`src/hw/ldf_pkg.sv`:
```
// Purpose: Shared constants and types of the LED dimming and fault status block
// Assumes: AXI4-Lite register access, 32-bit data, byte addresses
// Notes: 16-bit registers sit in the low half of each word
package ldf_pkg;
  // ==========================================================
  // Sizes
  localparam int unsigned NUM_CH = 16;
  localparam int unsigned AW = 8;
  localparam int unsigned GS_DIV_DEF = 8; // 125 MHz / 8 = 15.6 MHz

  // ==========================================================
  // Register byte offsets
  localparam logic [7:0] OFS_CFG0 = 8'h00;
  localparam logic [7:0] OFS_CFG1 = 8'h04;
  localparam logic [7:0] OFS_LAT = 8'h08;
  localparam logic [7:0] OFS_CHEN = 8'h0C;
  localparam logic [7:0] OFS_FSTAT = 8'h10;
  localparam logic [1:0] BRT_PAGE = 2'h1; // 0x40..0x7C, one word each

  // ==========================================================
  // Field positions
  localparam int unsigned CFG0_EN = 0;
  localparam int unsigned CFG0_GRAYSCALE_MODE_SELECT = 4;
  localparam int unsigned CFG0_FLAG_LSB = 12;
  localparam int unsigned CFG1_LAT16 = 7;
  localparam int unsigned CFG1_LAT17 = 8;
  localparam int unsigned CFG1_BRIGHTNESS_LENGTH_SELECT = 10;
  localparam int unsigned CFG1_DTIN = 11;
  localparam int unsigned CFG1_SYNC_DIRECTION_SELECT = 13;
  localparam logic [15:0] CFG0_LOCK = 16'h000C; // current range, third locked bit
  localparam logic [15:0] CFG1_LOCK = 16'h2000; // sync direction
  localparam logic [15:0] CFG0_RO = 16'hF000;

  // ==========================================================
  // Reset values
  localparam logic [15:0] CFG0_RST = 16'h0002;
  localparam logic [15:0] CFG1_RST = 16'h0040;
  localparam logic [15:0] ZERO16 = 16'h0000;

  // ==========================================================
  // Dimming timing, in grayscale clock periods
  localparam logic [16:0] SPAN12 = 17'h0_1000;
  localparam logic [16:0] SPAN16 = 17'h1_0000;
  localparam logic [17:0] LAST12 = 18'h0_0FFF;
  localparam logic [17:0] LAST16 = 18'h0_FFFF;
  localparam logic [2:0] SYNC_OUT_TICKS = 3'h4;

  // ==========================================================
  // Bus answers and sequence states
  localparam logic [1:0] RESP_OKAY = 2'h0;
  localparam logic [1:0] RESP_SLVERR = 2'h2;
  typedef enum logic [1:0] {SEQ_OFF, SEQ_LAT, SEQ_DIM, SEQ_WAIT} ldf_seq_t;
endpackage

```
`src/hw/ldf_gs_tick.sv`:
```
// Purpose: Grayscale clock enable, from internal divider or from the clock pin
// Assumes: Pin input synchronous to the core clock
// Notes: Tick is a one-cycle pulse per grayscale period
module ldf_gs_tick import ldf_pkg::*; #(
  parameter int unsigned DIV = GS_DIV_DEF
) (
  // Clock and reset
  input wire logic i_core_clk,
  input wire logic i_resetn,
  // Source select and external clock
  input wire logic i_ext_sel,
  input wire logic i_ext_clk,
  // Tick and clock for the pin
  output logic o_tick,
  output logic o_clk_out
);
  localparam int unsigned HALF = DIV / 2;
  localparam int unsigned CW = $clog2(HALF + 1);

  generate if (DIV < 2 || DIV % 2 != 0) begin : g_chk
    $error("grayscale divider must be even and at least 2");
  end endgenerate

  typedef struct packed {
    logic [CW-1:0] cnt;
    logic lvl;
    logic ext_q;
    logic tick;
  } ldf_tick_st_t;

  ldf_tick_st_t s;
  ldf_tick_st_t n;

  // ==========================================================
  // Next state: external edge or divider half-period
  always_comb begin
    n = s;
    n.tick = 1'b0;
    n.ext_q = i_ext_clk;
    if (i_ext_sel) begin
      // Oscillator stopped, pin is the clock
      n.cnt = '0;
      n.lvl = 1'b0;
      n.tick = i_ext_clk & ~s.ext_q;
    end else if (s.cnt == CW'(HALF - 1)) begin
      n.cnt = '0;
      n.lvl = ~s.lvl;
      n.tick = ~s.lvl; // One tick per full period
    end else begin
      n.cnt = s.cnt + 1'b1;
    end
  end

  // State register
  always_ff @(posedge i_core_clk or negedge i_resetn) begin
    if (!i_resetn) begin
      s <= '0;
    end else begin
      s <= n;
    end
  end

  assign o_tick = s.tick;
  assign o_clk_out = s.lvl;
endmodule

```
`src/hw/ldf_chan_pwm.sv`:
```
// Purpose: One channel PWM comparator with registered output
// Assumes: Phase counts grayscale clocks from the start of the dimming period
// Notes: Inverted timing puts the off-phase first
module ldf_chan_pwm import ldf_pkg::*; (
  // Clock and reset
  input wire logic i_core_clk,
  input wire logic i_resetn,
  // Dimming controls
  input wire logic i_active,
  input wire logic i_brightness_length_select,
  input wire logic i_dtin,
  input wire logic [15:0] i_phase,
  input wire logic [15:0] i_duty,
  // Channel drive
  output logic o_on
);
  typedef struct packed {
    logic on;
  } ldf_chan_st_t;

  ldf_chan_st_t s;
  ldf_chan_st_t n;
  logic [15:0] duty;
  logic [16:0] span;

  // ==========================================================
  // Compare phase with duty at the chosen resolution
  always_comb begin
    duty = i_brightness_length_select ? i_duty : {4'h0, i_duty[11:0]};
    span = i_brightness_length_select ? SPAN16 : SPAN12;
    n.on = i_active & (i_dtin ? ({1'b0, i_phase} >= span - {1'b0, duty})
                              : (i_phase < duty));
  end

  // State register
  always_ff @(posedge i_core_clk or negedge i_resetn) begin
    if (!i_resetn) begin
      s <= '0;
    end else begin
      s <= n;
    end
  end

  assign o_on = s.on;
endmodule

```
`src/hw/ldf_top.sv`:
```
// Purpose: Dimming control and channel fault status of a 16-channel LED driver
// Assumes: Pins and fault detector inputs synchronous to i_core_clk
// Notes: Registers over AXI4-Lite; analog detection lives outside
module ldf_top import ldf_pkg::*; #(
  parameter int unsigned GS_DIV = GS_DIV_DEF
) (
  // Clock and reset
  input wire logic i_core_clk,
  input wire logic i_resetn,
  // AXI4-Lite write channels
  input wire logic i_s_axi_awvalid,
  output logic o_s_axi_awready,
  input wire logic [AW-1:0] i_s_axi_awaddr,
  input wire logic i_s_axi_wvalid,
  output logic o_s_axi_wready,
  input wire logic [31:0] i_s_axi_wdata,
  input wire logic [3:0] i_s_axi_wstrb,
  output logic o_s_axi_bvalid,
  input wire logic i_s_axi_bready,
  output logic [1:0] o_s_axi_bresp,
  // AXI4-Lite read channels
  input wire logic i_s_axi_arvalid,
  output logic o_s_axi_arready,
  input wire logic [AW-1:0] i_s_axi_araddr,
  output logic o_s_axi_rvalid,
  input wire logic i_s_axi_rready,
  output logic [31:0] o_s_axi_rdata,
  output logic [1:0] o_s_axi_rresp,
  // Fault detector and analog flags
  input wire logic i_detect_done,
  input wire logic [NUM_CH-1:0] i_detect_fault,
  input wire logic i_crit_fault,
  input wire logic i_out_reg_ok,
  input wire logic i_dac_overflow,
  input wire logic i_fourth_status,
  // Grayscale clock pin and oscillator setting pin
  input wire logic i_osc_setting_pin,
  input wire logic i_gs_clk_pin_i,
  output logic o_gs_clk_pin_o,
  output logic o_gs_clk_pin_oe,
  // Grayscale sync pin
  input wire logic i_gs_sync_pin_i,
  output logic o_gs_sync_pin_o,
  output logic o_gs_sync_pin_oe,
  // Fault flag pin, open drain, active low
  output logic o_fault_flag_pin_n_o,
  output logic o_fault_flag_pin_n_oe,
  // Channel current generator enables
  output logic [NUM_CH-1:0] o_chan_on
);
  generate if (NUM_CH != 16) begin : g_chk
    $error("brightness page decode serves exactly 16 channels");
  end endgenerate

  typedef struct packed {
    logic [15:0] cfg0;
    logic [15:0] cfg1;
    logic [15:0] lat;
    logic [15:0] chen;
    logic [15:0] fstat;
    logic [NUM_CH-1:0][15:0] bright;
    ldf_seq_t seq;
    logic [17:0] cnt;
    logic [2:0] sync_cnt;
    logic [2:0] sync_hi;
    logic sync_q;
    logic sync_o;
    logic sync_oe;
    logic grayscale_clock_pin_oe;
    logic flt_oe;
    logic aw_v;
    logic [AW-1:0] aw_a;
    logic w_v;
    logic [15:0] w_d;
    logic [1:0] w_s;
    logic awr;
    logic wr;
    logic bv;
    logic [1:0] bresp;
    logic arr;
    logic rv;
    logic [31:0] rd;
    logic [1:0] rresp;
  } ldf_st_t;

  ldf_st_t s;
  ldf_st_t n;
  logic tick;
  logic en;
  logic sync_direction_select;
  logic grayscale_mode_select;
  logic run;
  logic [NUM_CH-1:0] ch_on;

  // Merge the two low byte lanes into a 16-bit register
  function automatic logic [15:0] merge16(input logic [15:0] old, input logic [15:0] d,
                                          input logic [1:0] be);
    merge16 = {be[1] ? d[15:8] : old[15:8], be[0] ? d[7:0] : old[7:0]};
  endfunction

  assign en = s.cfg0[CFG0_EN];
  assign sync_direction_select = s.cfg1[CFG1_SYNC_DIRECTION_SELECT];
  assign grayscale_mode_select = s.cfg0[CFG0_GRAYSCALE_MODE_SELECT];
  assign run = en && (s.seq == SEQ_DIM);

  // ==========================================================
  // Grayscale clock source
  ldf_gs_tick #(
    .DIV(GS_DIV)
  ) u_tick (
    .i_core_clk(i_core_clk),
    .i_resetn(i_resetn),
    .i_ext_sel(i_osc_setting_pin),
    .i_ext_clk(i_gs_clk_pin_i),
    .o_tick(tick),
    .o_clk_out(o_gs_clk_pin_o)
  );

  // ==========================================================
  // Channel PWM, one comparator per channel
  for (genvar g = 0; g < NUM_CH; g++) begin : g_ch
    ldf_chan_pwm u_pwm (
      .i_core_clk(i_core_clk),
      .i_resetn(i_resetn),
      .i_active(run & s.chen[g]),
      .i_brightness_length_select(s.cfg1[CFG1_BRIGHTNESS_LENGTH_SELECT]),
      .i_dtin(s.cfg1[CFG1_DTIN]),
      .i_phase(s.cnt[15:0]),
      .i_duty(grayscale_mode_select ? s.bright[g] : s.bright[0]),
      .o_on(ch_on[g])
    );
  end

  // ==========================================================
  // Next state: bus, registers, sequence, sync and fault
  always_comb begin
    logic [7:0] wa;
    logic [7:0] ra;
    logic [15:0] wv;
    logic [15:0] rv16;
    logic [17:0] latency;
    logic [17:0] last;
    logic hit;
    logic rhit;
    logic end_cyc;
    logic rise;
    logic fall;
    logic skip_lat;
    wa = {s.aw_a[7:2], 2'b00};
    ra = {i_s_axi_araddr[7:2], 2'b00};
    wv = merge16(16'h0000, s.w_d, s.w_s);
    rv16 = ZERO16;
    latency = {s.cfg1[CFG1_LAT17], s.cfg1[CFG1_LAT16], s.lat};
    last = s.cfg1[CFG1_BRIGHTNESS_LENGTH_SELECT] ? LAST16 : LAST12;
    skip_lat = (latency == 18'h0_0000); // Zero latency goes straight to dimming
    hit = 1'b1;
    rhit = 1'b1;
    end_cyc = 1'b0;
    rise = i_gs_sync_pin_i & ~s.sync_q;
    fall = ~i_gs_sync_pin_i & s.sync_q;
    n = s;
    n.sync_q = i_gs_sync_pin_i;

    // Write address and data taken in either order
    if (i_s_axi_awvalid && s.awr) begin
      n.aw_v = 1'b1;
      n.aw_a = i_s_axi_awaddr;
    end
    if (i_s_axi_wvalid && s.wr) begin
      n.w_v = 1'b1;
      n.w_d = i_s_axi_wdata[15:0];
      n.w_s = i_s_axi_wstrb[1:0];
    end
    if (s.bv && i_s_axi_bready) begin
      n.bv = 1'b0;
    end
    if (s.aw_v && s.w_v && !s.bv) begin
      n.aw_v = 1'b0;
      n.w_v = 1'b0;
      n.bv = 1'b1;
      unique case (wa)
        OFS_CFG0: begin
          wv = merge16(s.cfg0, s.w_d, s.w_s);
          if (en) begin
            wv = (wv & ~CFG0_LOCK) | (s.cfg0 & CFG0_LOCK);
          end
          n.cfg0 = (wv & ~CFG0_RO) | (s.cfg0 & CFG0_RO);
        end
        OFS_CFG1: begin
          wv = merge16(s.cfg1, s.w_d, s.w_s);
          if (en) begin
            wv = (wv & ~CFG1_LOCK) | (s.cfg1 & CFG1_LOCK);
          end
          n.cfg1 = wv;
        end
        OFS_LAT: n.lat = merge16(s.lat, s.w_d, s.w_s);
        OFS_CHEN: n.chen = merge16(s.chen, s.w_d, s.w_s);
        OFS_FSTAT: hit = 1'b1; // Read only, write dropped
        default: begin
          if (wa[7:6] == BRT_PAGE) begin
            n.bright[wa[5:2]] = merge16(s.bright[wa[5:2]], s.w_d, s.w_s);
          end else begin
            hit = 1'b0;
          end
        end
      endcase
      n.bresp = hit ? RESP_OKAY : RESP_SLVERR;
    end
    n.awr = !n.aw_v && !n.bv;
    n.wr = !n.w_v && !n.bv;

    // Read: one outstanding, answer one cycle after the address
    if (s.rv && i_s_axi_rready) begin
      n.rv = 1'b0;
    end
    if (i_s_axi_arvalid && s.arr) begin
      unique case (ra)
        OFS_CFG0: rv16 = s.cfg0;
        OFS_CFG1: rv16 = s.cfg1;
        OFS_LAT: rv16 = ZERO16; // Write-only latency
        OFS_CHEN: rv16 = s.chen;
        OFS_FSTAT: rv16 = s.fstat;
        default: begin
          if (ra[7:6] == BRT_PAGE) begin
            rv16 = s.bright[ra[5:2]];
          end else begin
            rhit = 1'b0;
          end
        end
      endcase
      n.rv = 1'b1;
      n.rd = {16'h0000, rv16};
      n.rresp = rhit ? RESP_OKAY : RESP_SLVERR;
    end
    n.arr = !n.rv;

    // Read-only flags follow the analog side only while enabled
    if (n.cfg0[CFG0_EN]) begin
      n.cfg0[CFG0_FLAG_LSB +: 4] = {i_fourth_status, i_dac_overflow, i_out_reg_ok,
                                    i_crit_fault};
    end else begin
      n.cfg0[CFG0_FLAG_LSB +: 4] = 4'h0;
    end

    // Latency then dimming, counted in grayscale ticks
    unique case (s.seq)
      SEQ_OFF: begin
        n.seq = sync_direction_select ? SEQ_WAIT : (skip_lat ? SEQ_DIM : SEQ_LAT);
        n.cnt = '0;
      end
      // Leave on the last latency tick, so phase zero gets a whole period
      SEQ_LAT: begin
        if (tick && (s.cnt + 18'h0_0001 >= latency)) begin
          n.seq = SEQ_DIM;
          n.cnt = '0;
        end else if (tick) begin
          n.cnt = s.cnt + 18'h0_0001;
        end
      end
      SEQ_DIM: begin
        if (tick && s.cnt == last) begin
          end_cyc = 1'b1;
          n.seq = sync_direction_select ? SEQ_WAIT : (skip_lat ? SEQ_DIM : SEQ_LAT);
          n.cnt = '0;
        end else if (tick) begin
          n.cnt = s.cnt + 18'h0_0001;
        end
      end
      SEQ_WAIT: n.cnt = '0;
    endcase
    // Input sync: rise aborts, fall starts a fresh cycle
    if (sync_direction_select && rise) begin
      n.seq = SEQ_WAIT;
      n.cnt = '0;
    end else if (sync_direction_select && fall) begin
      n.seq = skip_lat ? SEQ_DIM : SEQ_LAT;
      n.cnt = '0;
    end
    if (!en) begin
      n.seq = SEQ_OFF;
      n.cnt = '0;
    end

    // End-of-cycle pulse; a restart never cuts it short
    if (end_cyc && !sync_direction_select) begin
      n.sync_cnt = SYNC_OUT_TICKS;
    end else if (tick && s.sync_cnt != 3'h0) begin
      n.sync_cnt = s.sync_cnt - 3'h1;
    end
    if (sync_direction_select) begin
      n.sync_cnt = 3'h0;
    end
    n.sync_o = (n.sync_cnt != 3'h0);
    n.sync_hi = s.sync_o ? s.sync_hi + {2'h0, tick} : 3'h0;
    n.sync_oe = !sync_direction_select;
    n.grayscale_clock_pin_oe = !i_osc_setting_pin;

    // Fault status: fresh word per detection, masked channels forced low
    if (!n.cfg0[CFG0_EN]) begin
      n.fstat = ZERO16;
    end else if (i_detect_done) begin
      n.fstat = i_detect_fault & n.chen;
    end else begin
      n.fstat = s.fstat & n.chen;
    end
    n.flt_oe = (n.fstat != ZERO16);
  end

  // ==========================================================
  // State register, power-on values
  always_ff @(posedge i_core_clk or negedge i_resetn) begin
    if (!i_resetn) begin
      s <= '0;
      s.cfg0 <= CFG0_RST;
      s.cfg1 <= CFG1_RST;
      s.seq <= SEQ_OFF;
      s.awr <= 1'b1;
      s.wr <= 1'b1;
      s.arr <= 1'b1;
      s.grayscale_clock_pin_oe <= 1'b0;
    end else begin
      s <= n;
    end
  end

  // Outputs, straight from flops except the fault pin level, tied low
  assign o_s_axi_awready = s.awr;
  assign o_s_axi_wready = s.wr;
  assign o_s_axi_bvalid = s.bv;
  assign o_s_axi_bresp = s.bresp;
  assign o_s_axi_arready = s.arr;
  assign o_s_axi_rvalid = s.rv;
  assign o_s_axi_rdata = s.rd;
  assign o_s_axi_rresp = s.rresp;
  assign o_gs_clk_pin_oe = s.grayscale_clock_pin_oe;
  assign o_gs_sync_pin_o = s.sync_o;
  assign o_gs_sync_pin_oe = s.sync_oe;
  assign o_fault_flag_pin_n_o = 1'b0; // Open drain only ever pulls low
  assign o_fault_flag_pin_n_oe = s.flt_oe;
  assign o_chan_on = ch_on;
endmodule

```
`config.mk`:
```
export PLATFORM = sky130hd
export DESIGN_NAME = ldf_top
export DESIGN_NICKNAME = d
export VERILOG_FILES = /design/src/hw/ldf_pkg.sv /design/src/hw/ldf_gs_tick.sv /design/src/hw/ldf_chan_pwm.sv /design/src/hw/ldf_top.sv
export SDC_FILE = /design/constraint.sdc
export NUM_CORES = 2
export LEC_CHECK = 0
export BUFFER_PORTS_ARGS = -buffer_cell sky130_fd_sc_hd__buf_2
export CORE_MARGIN = 10
export CORE_UTILIZATION = 61
export CTS_BUF_LIST = sky130_fd_sc_hd__clkbuf_16
export DETAILED_ROUTE_END_ITERATION = 10
export PLACE_DENSITY = 0.79
export RECOVER_POWER = 50
export SLEW_MARGIN = 15
export SYNTH_ARGS = -nofsm -noshare
export SYNTH_HDL_FRONTEND = slang
export SYNTH_SLANG_ARGS = --single-unit
```
`constraint.sdc`:
```
create_clock -name i_core_clk -period 5.5 [get_ports i_core_clk]
set_input_delay 0.275 -clock i_core_clk [delete_from_list [all_inputs] [get_ports i_core_clk]]
set_output_delay 0.275 -clock i_core_clk [all_outputs]
set_load 0.01 [all_outputs]
```
==> results.sh <==
export IMPL_outcome="complete, but fails checks"
export IMPL_violations="capacitance limit, slew limit"
export IMPL_critPathLaunchType="flip-flop"
export IMPL_leakage_nw=19.52
export IMPL_rows=93
export IMPL_cts_setup_buffers=0
export IMPL_synth_edf_count=0
export IMPL_cts_buffers=50
export IMPL_insertion_delay_ns=0.63
export IMPL_place_ws_ns=1.027
export IMPL_grt_usage_pct=35.83
export IMPL_slew_violations=148
export IMPL_via_per_inst=6.942
export IMPL_avgSynthCellArea_um2=9.238
export IMPL_die_width_um=276.3
export IMPL_wirelength_um=141900
export IMPL_ios=146
export IMPL_grt_pass1_wl_um=214400
export IMPL_firstDrtPassIters=7
export IMPL_rsz0062_at_grt="false"
export IMPL_clock_skew_ns=0.02548
export IMPL_drcViolationCount=0
export IMPL_syn_to_final_growth_pct=7.473
export IMPL_cts_root_buf="clkbuf_16"
export IMPL_cts_tree="yes"
export IMPL_cap_violations=2
export IMPL_synth_seq_area_share_pct=27.18
export IMPL_setup_tns_ns=0
export IMPL_numPortBuffers=104
export IMPL_crit_path_max_fanout=39
export IMPL_gp_congestion=1.007
export IMPL_ys_top_cells_by_area="dfrtp_1, ha_1, mux4_2, a21oi_1, nor2_1"
export IMPL_nNetsFinal=4972
export IMPL_multi_input_area_um2=27430
export IMPL_p_per_area_nw_per_um2=740.1
export IMPL_fin_util_pct=66.56
export IMPL_antenna_found_initial=2
export IMPL_hold_class="input port to flip-flop"
export IMPL_fillers=5288
export IMPL_routedWlPerCell_um=27.03
export IMPL_path_class="flip-flop to flip-flop"
export IMPL_ys_types=88
export IMPL_hold_viol=0
export IMPL_final_area_um2=43060
export IMPL_placed_area_um2=41120
export IMPL_netlist_instances=4337
export IMPL_clkTransAtPathRegs_ns=0.07
export IMPL_start_util_pct=61.93
export IMPL_grt_ovfl_total=0
export IMPL_setup_viol=0
export IMPL_fmax_ghz=0.2090
export IMPL_die_y_um=276.3
export IMPL_relSlewSlack_pct=-114.6
export IMPL_clock_sinks=435
export IMPL_ys_async_sr_fraction_pct=100.0
export IMPL_hold_ws_ns=0.02374
export IMPL_htreeDepth=2
export IMPL_crit_required_ns=5.97
export IMPL_period_minus_slack_ns=4.784
export IMPL_synthFlopType="dfrtp_1"
export IMPL_core_region_area_um2=64700
export IMPL_ir_worst_vdd_mv=1.028
export IMPL_grt_max_degree=136
export IMPL_synthTopCellsByCount="a21oi_1, ha_1, nor2_1"
export IMPL_dp_hpwl_um=105800
export IMPL_grt_pass1_vias=34500
export IMPL_synth_top_area_share_pct=26.86
export IMPL_drive_above_1_share_pct=13.42
export IMPL_reg2reg_slack_ns=0.72
export IMPL_detail_route_antenna_nets=0
export IMPL_timing_final_crit_share_pct=86.98
export IMPL_arrival_ns=5.26
export IMPL_vias=36460
export IMPL_synth_area_um2=40070
export IMPL_drt_initial_drc_count=5146
export IMPL_design_die_area_um2=76340
export IMPL_synth_seq_cells=435
export IMPL_clock_path_buffers=3
export IMPL_endpoint_kind="flip-flop"
export IMPL_seqCellArea_um2=10920
export IMPL_yosysWarnings=0
export IMPL_postLayoutSetupSlackWorst_ns=0.7161
export IMPL_tightest_slew_ns=3.219
export IMPL_yosysMostFrequentCell="a21oi_1"
export IMPL_synth_top_area_cell="dfrtp_1"
==> per-layer routing <==
layer / up-vias / part of all wire, % / global-route usage [%]
li1: 15960 / - / -
met1: 17390 / 39 / 48.66
met2: 2600 / 41 / 50.59
met3: 504 / 14 / 9.855
met4: 0 / 6.6 / 20.44
met5: - / 0 / 0
==> where the power goes <==
group          switching, W  internal (W)  leakage [nW]  total (W)
clock network       0.00151       0.00194         0.826    0.00345
registers           0.00185       0.00406          5.84    0.00590
logic                0.0136       0.00891          12.8     0.0225
==> worst max-delay path: stages, from the launching register on <==
cell	delay, ns
dfrtp_4	0.59
buf_4	0.28
buf_4	0.44
nor3b_1	0.31
o221ai_1	0.24
and4bb_2	0.41
o21ai_1	0.18
xor2_1	0.23
ha_1	0.31
a211oi_1	0.40
o211ai_1	0.16
a31oi_1	0.17
o31ai_1	0.13
a2111oi_0	0.58
o32ai_1	0.19
==> cells in the final DEF (no fill, tap or decap), types with 50 or more instances in the layout <==
cell type and count:
nor2b_1 76, buf_4 94, xnor2_1 128, o211ai_1 61
nand2b_1 57, nand4_1 59, mux2i_1 52, mux4_2 144
nand3_1 64, buf_2 55, nor3_1 54, nor3b_1 69
dfrtp_1 417, xor2_1 123, nor2_1 435, ha_1 534
a21oi_1 550, o21ai_0 167, mux2_2 94, nand2_1 299
inv_1 105, clkbuf_16 50, a21o_1 99
==> logic make-up (layout without fill, tap and decap cells) <==
family                     after synthesis  after routing  share of synthesized area (%)
AOI/OAI and AO/OA                     1135           1135                          17.30
buffers and inverters                  392            433                          4.715
DFF                                    435            435                          27.18
xor gates and xnor gates               251            251                          5.487
and+or+nand+nor                       1269           1269                          15.59
adders and majority gates              534            534                          16.68
other                                    1             20                       0.009359
muxes                                  320            320                          13.03
==> state kept, by name (all words and copies together), names as in the netlist <==
name,flops
o_s_axi_rresp,1
o_s_axi_arready,1
o_s_axi_bresp,1
o_s_axi_wready,1
en,1
o_s_axi_rdata,16
grayscale_mode_select,1
u_tick.s,4
s,384
o_fault_flag_pin_n_oe,1
u_tick.o_clk_out,1
o_s_axi_rvalid,1
g_ch.u_pwm.o_on,16
o_s_axi_bvalid,1
o_s_axi_awready,1
o_gs_clk_pin_oe,1
o_gs_sync_pin_oe,1
o_gs_sync_pin_o,1
u_tick.o_tick,1
==> final cells by class <==
class / instances / area share, %
Multi-Input combinational cell: 3528 / 63.70
Sequential cell: 435 / 25.35
Timing Repair Buffer: 242 / 3.806
Clock buffer: 50 / 2.906
Tap cell: 855 / 2.484
Clock inverter: 43 / 0.8920
Inverter: 98 / 0.8543
Antenna cell: 1 / 0.005811
==> final timing paths <==
path	startpoint	end	depth (start not counted)
worst min-delay path	i_detect_fault[8]	s[364]$_DFF_PN0_	3
max in group asynchronous	i_resetn	s[414]$_DFFE_PN0P_	3
worst max-delay path	grayscale_mode_select$_DFFE_PN0P_	g_ch[4].u_pwm.o_on$_DFF_PN0_	14
worst min register to register	s[68]$_DFF_PN0_	o_s_axi_awready$_DFF_PN1_	1
min in group asynchronous	i_resetn	s[199]$_DFFE_PN0P_	2
worst max register to register	grayscale_mode_select$_DFFE_PN0P_	g_ch[4].u_pwm.o_on$_DFF_PN0_	14
==> timing repair <==
action / in CTS / in global routing
gates resized for setup: 0 / 0
endpoints found under the hold margin: 155 / 0
hold buffers: 38 / 0
setup endpoints to repair: 0 / 0
==> through the flow <==
step                power [W]  instances
global route          0.03386       5251
detailed placement    0.02720       5120
floorplan             0.02062       4355
CTS                   0.03084       5251
global placement      0.02666       5120
finish                0.03187       5252
Note: power is estimated with default switching activity, not from simulation.
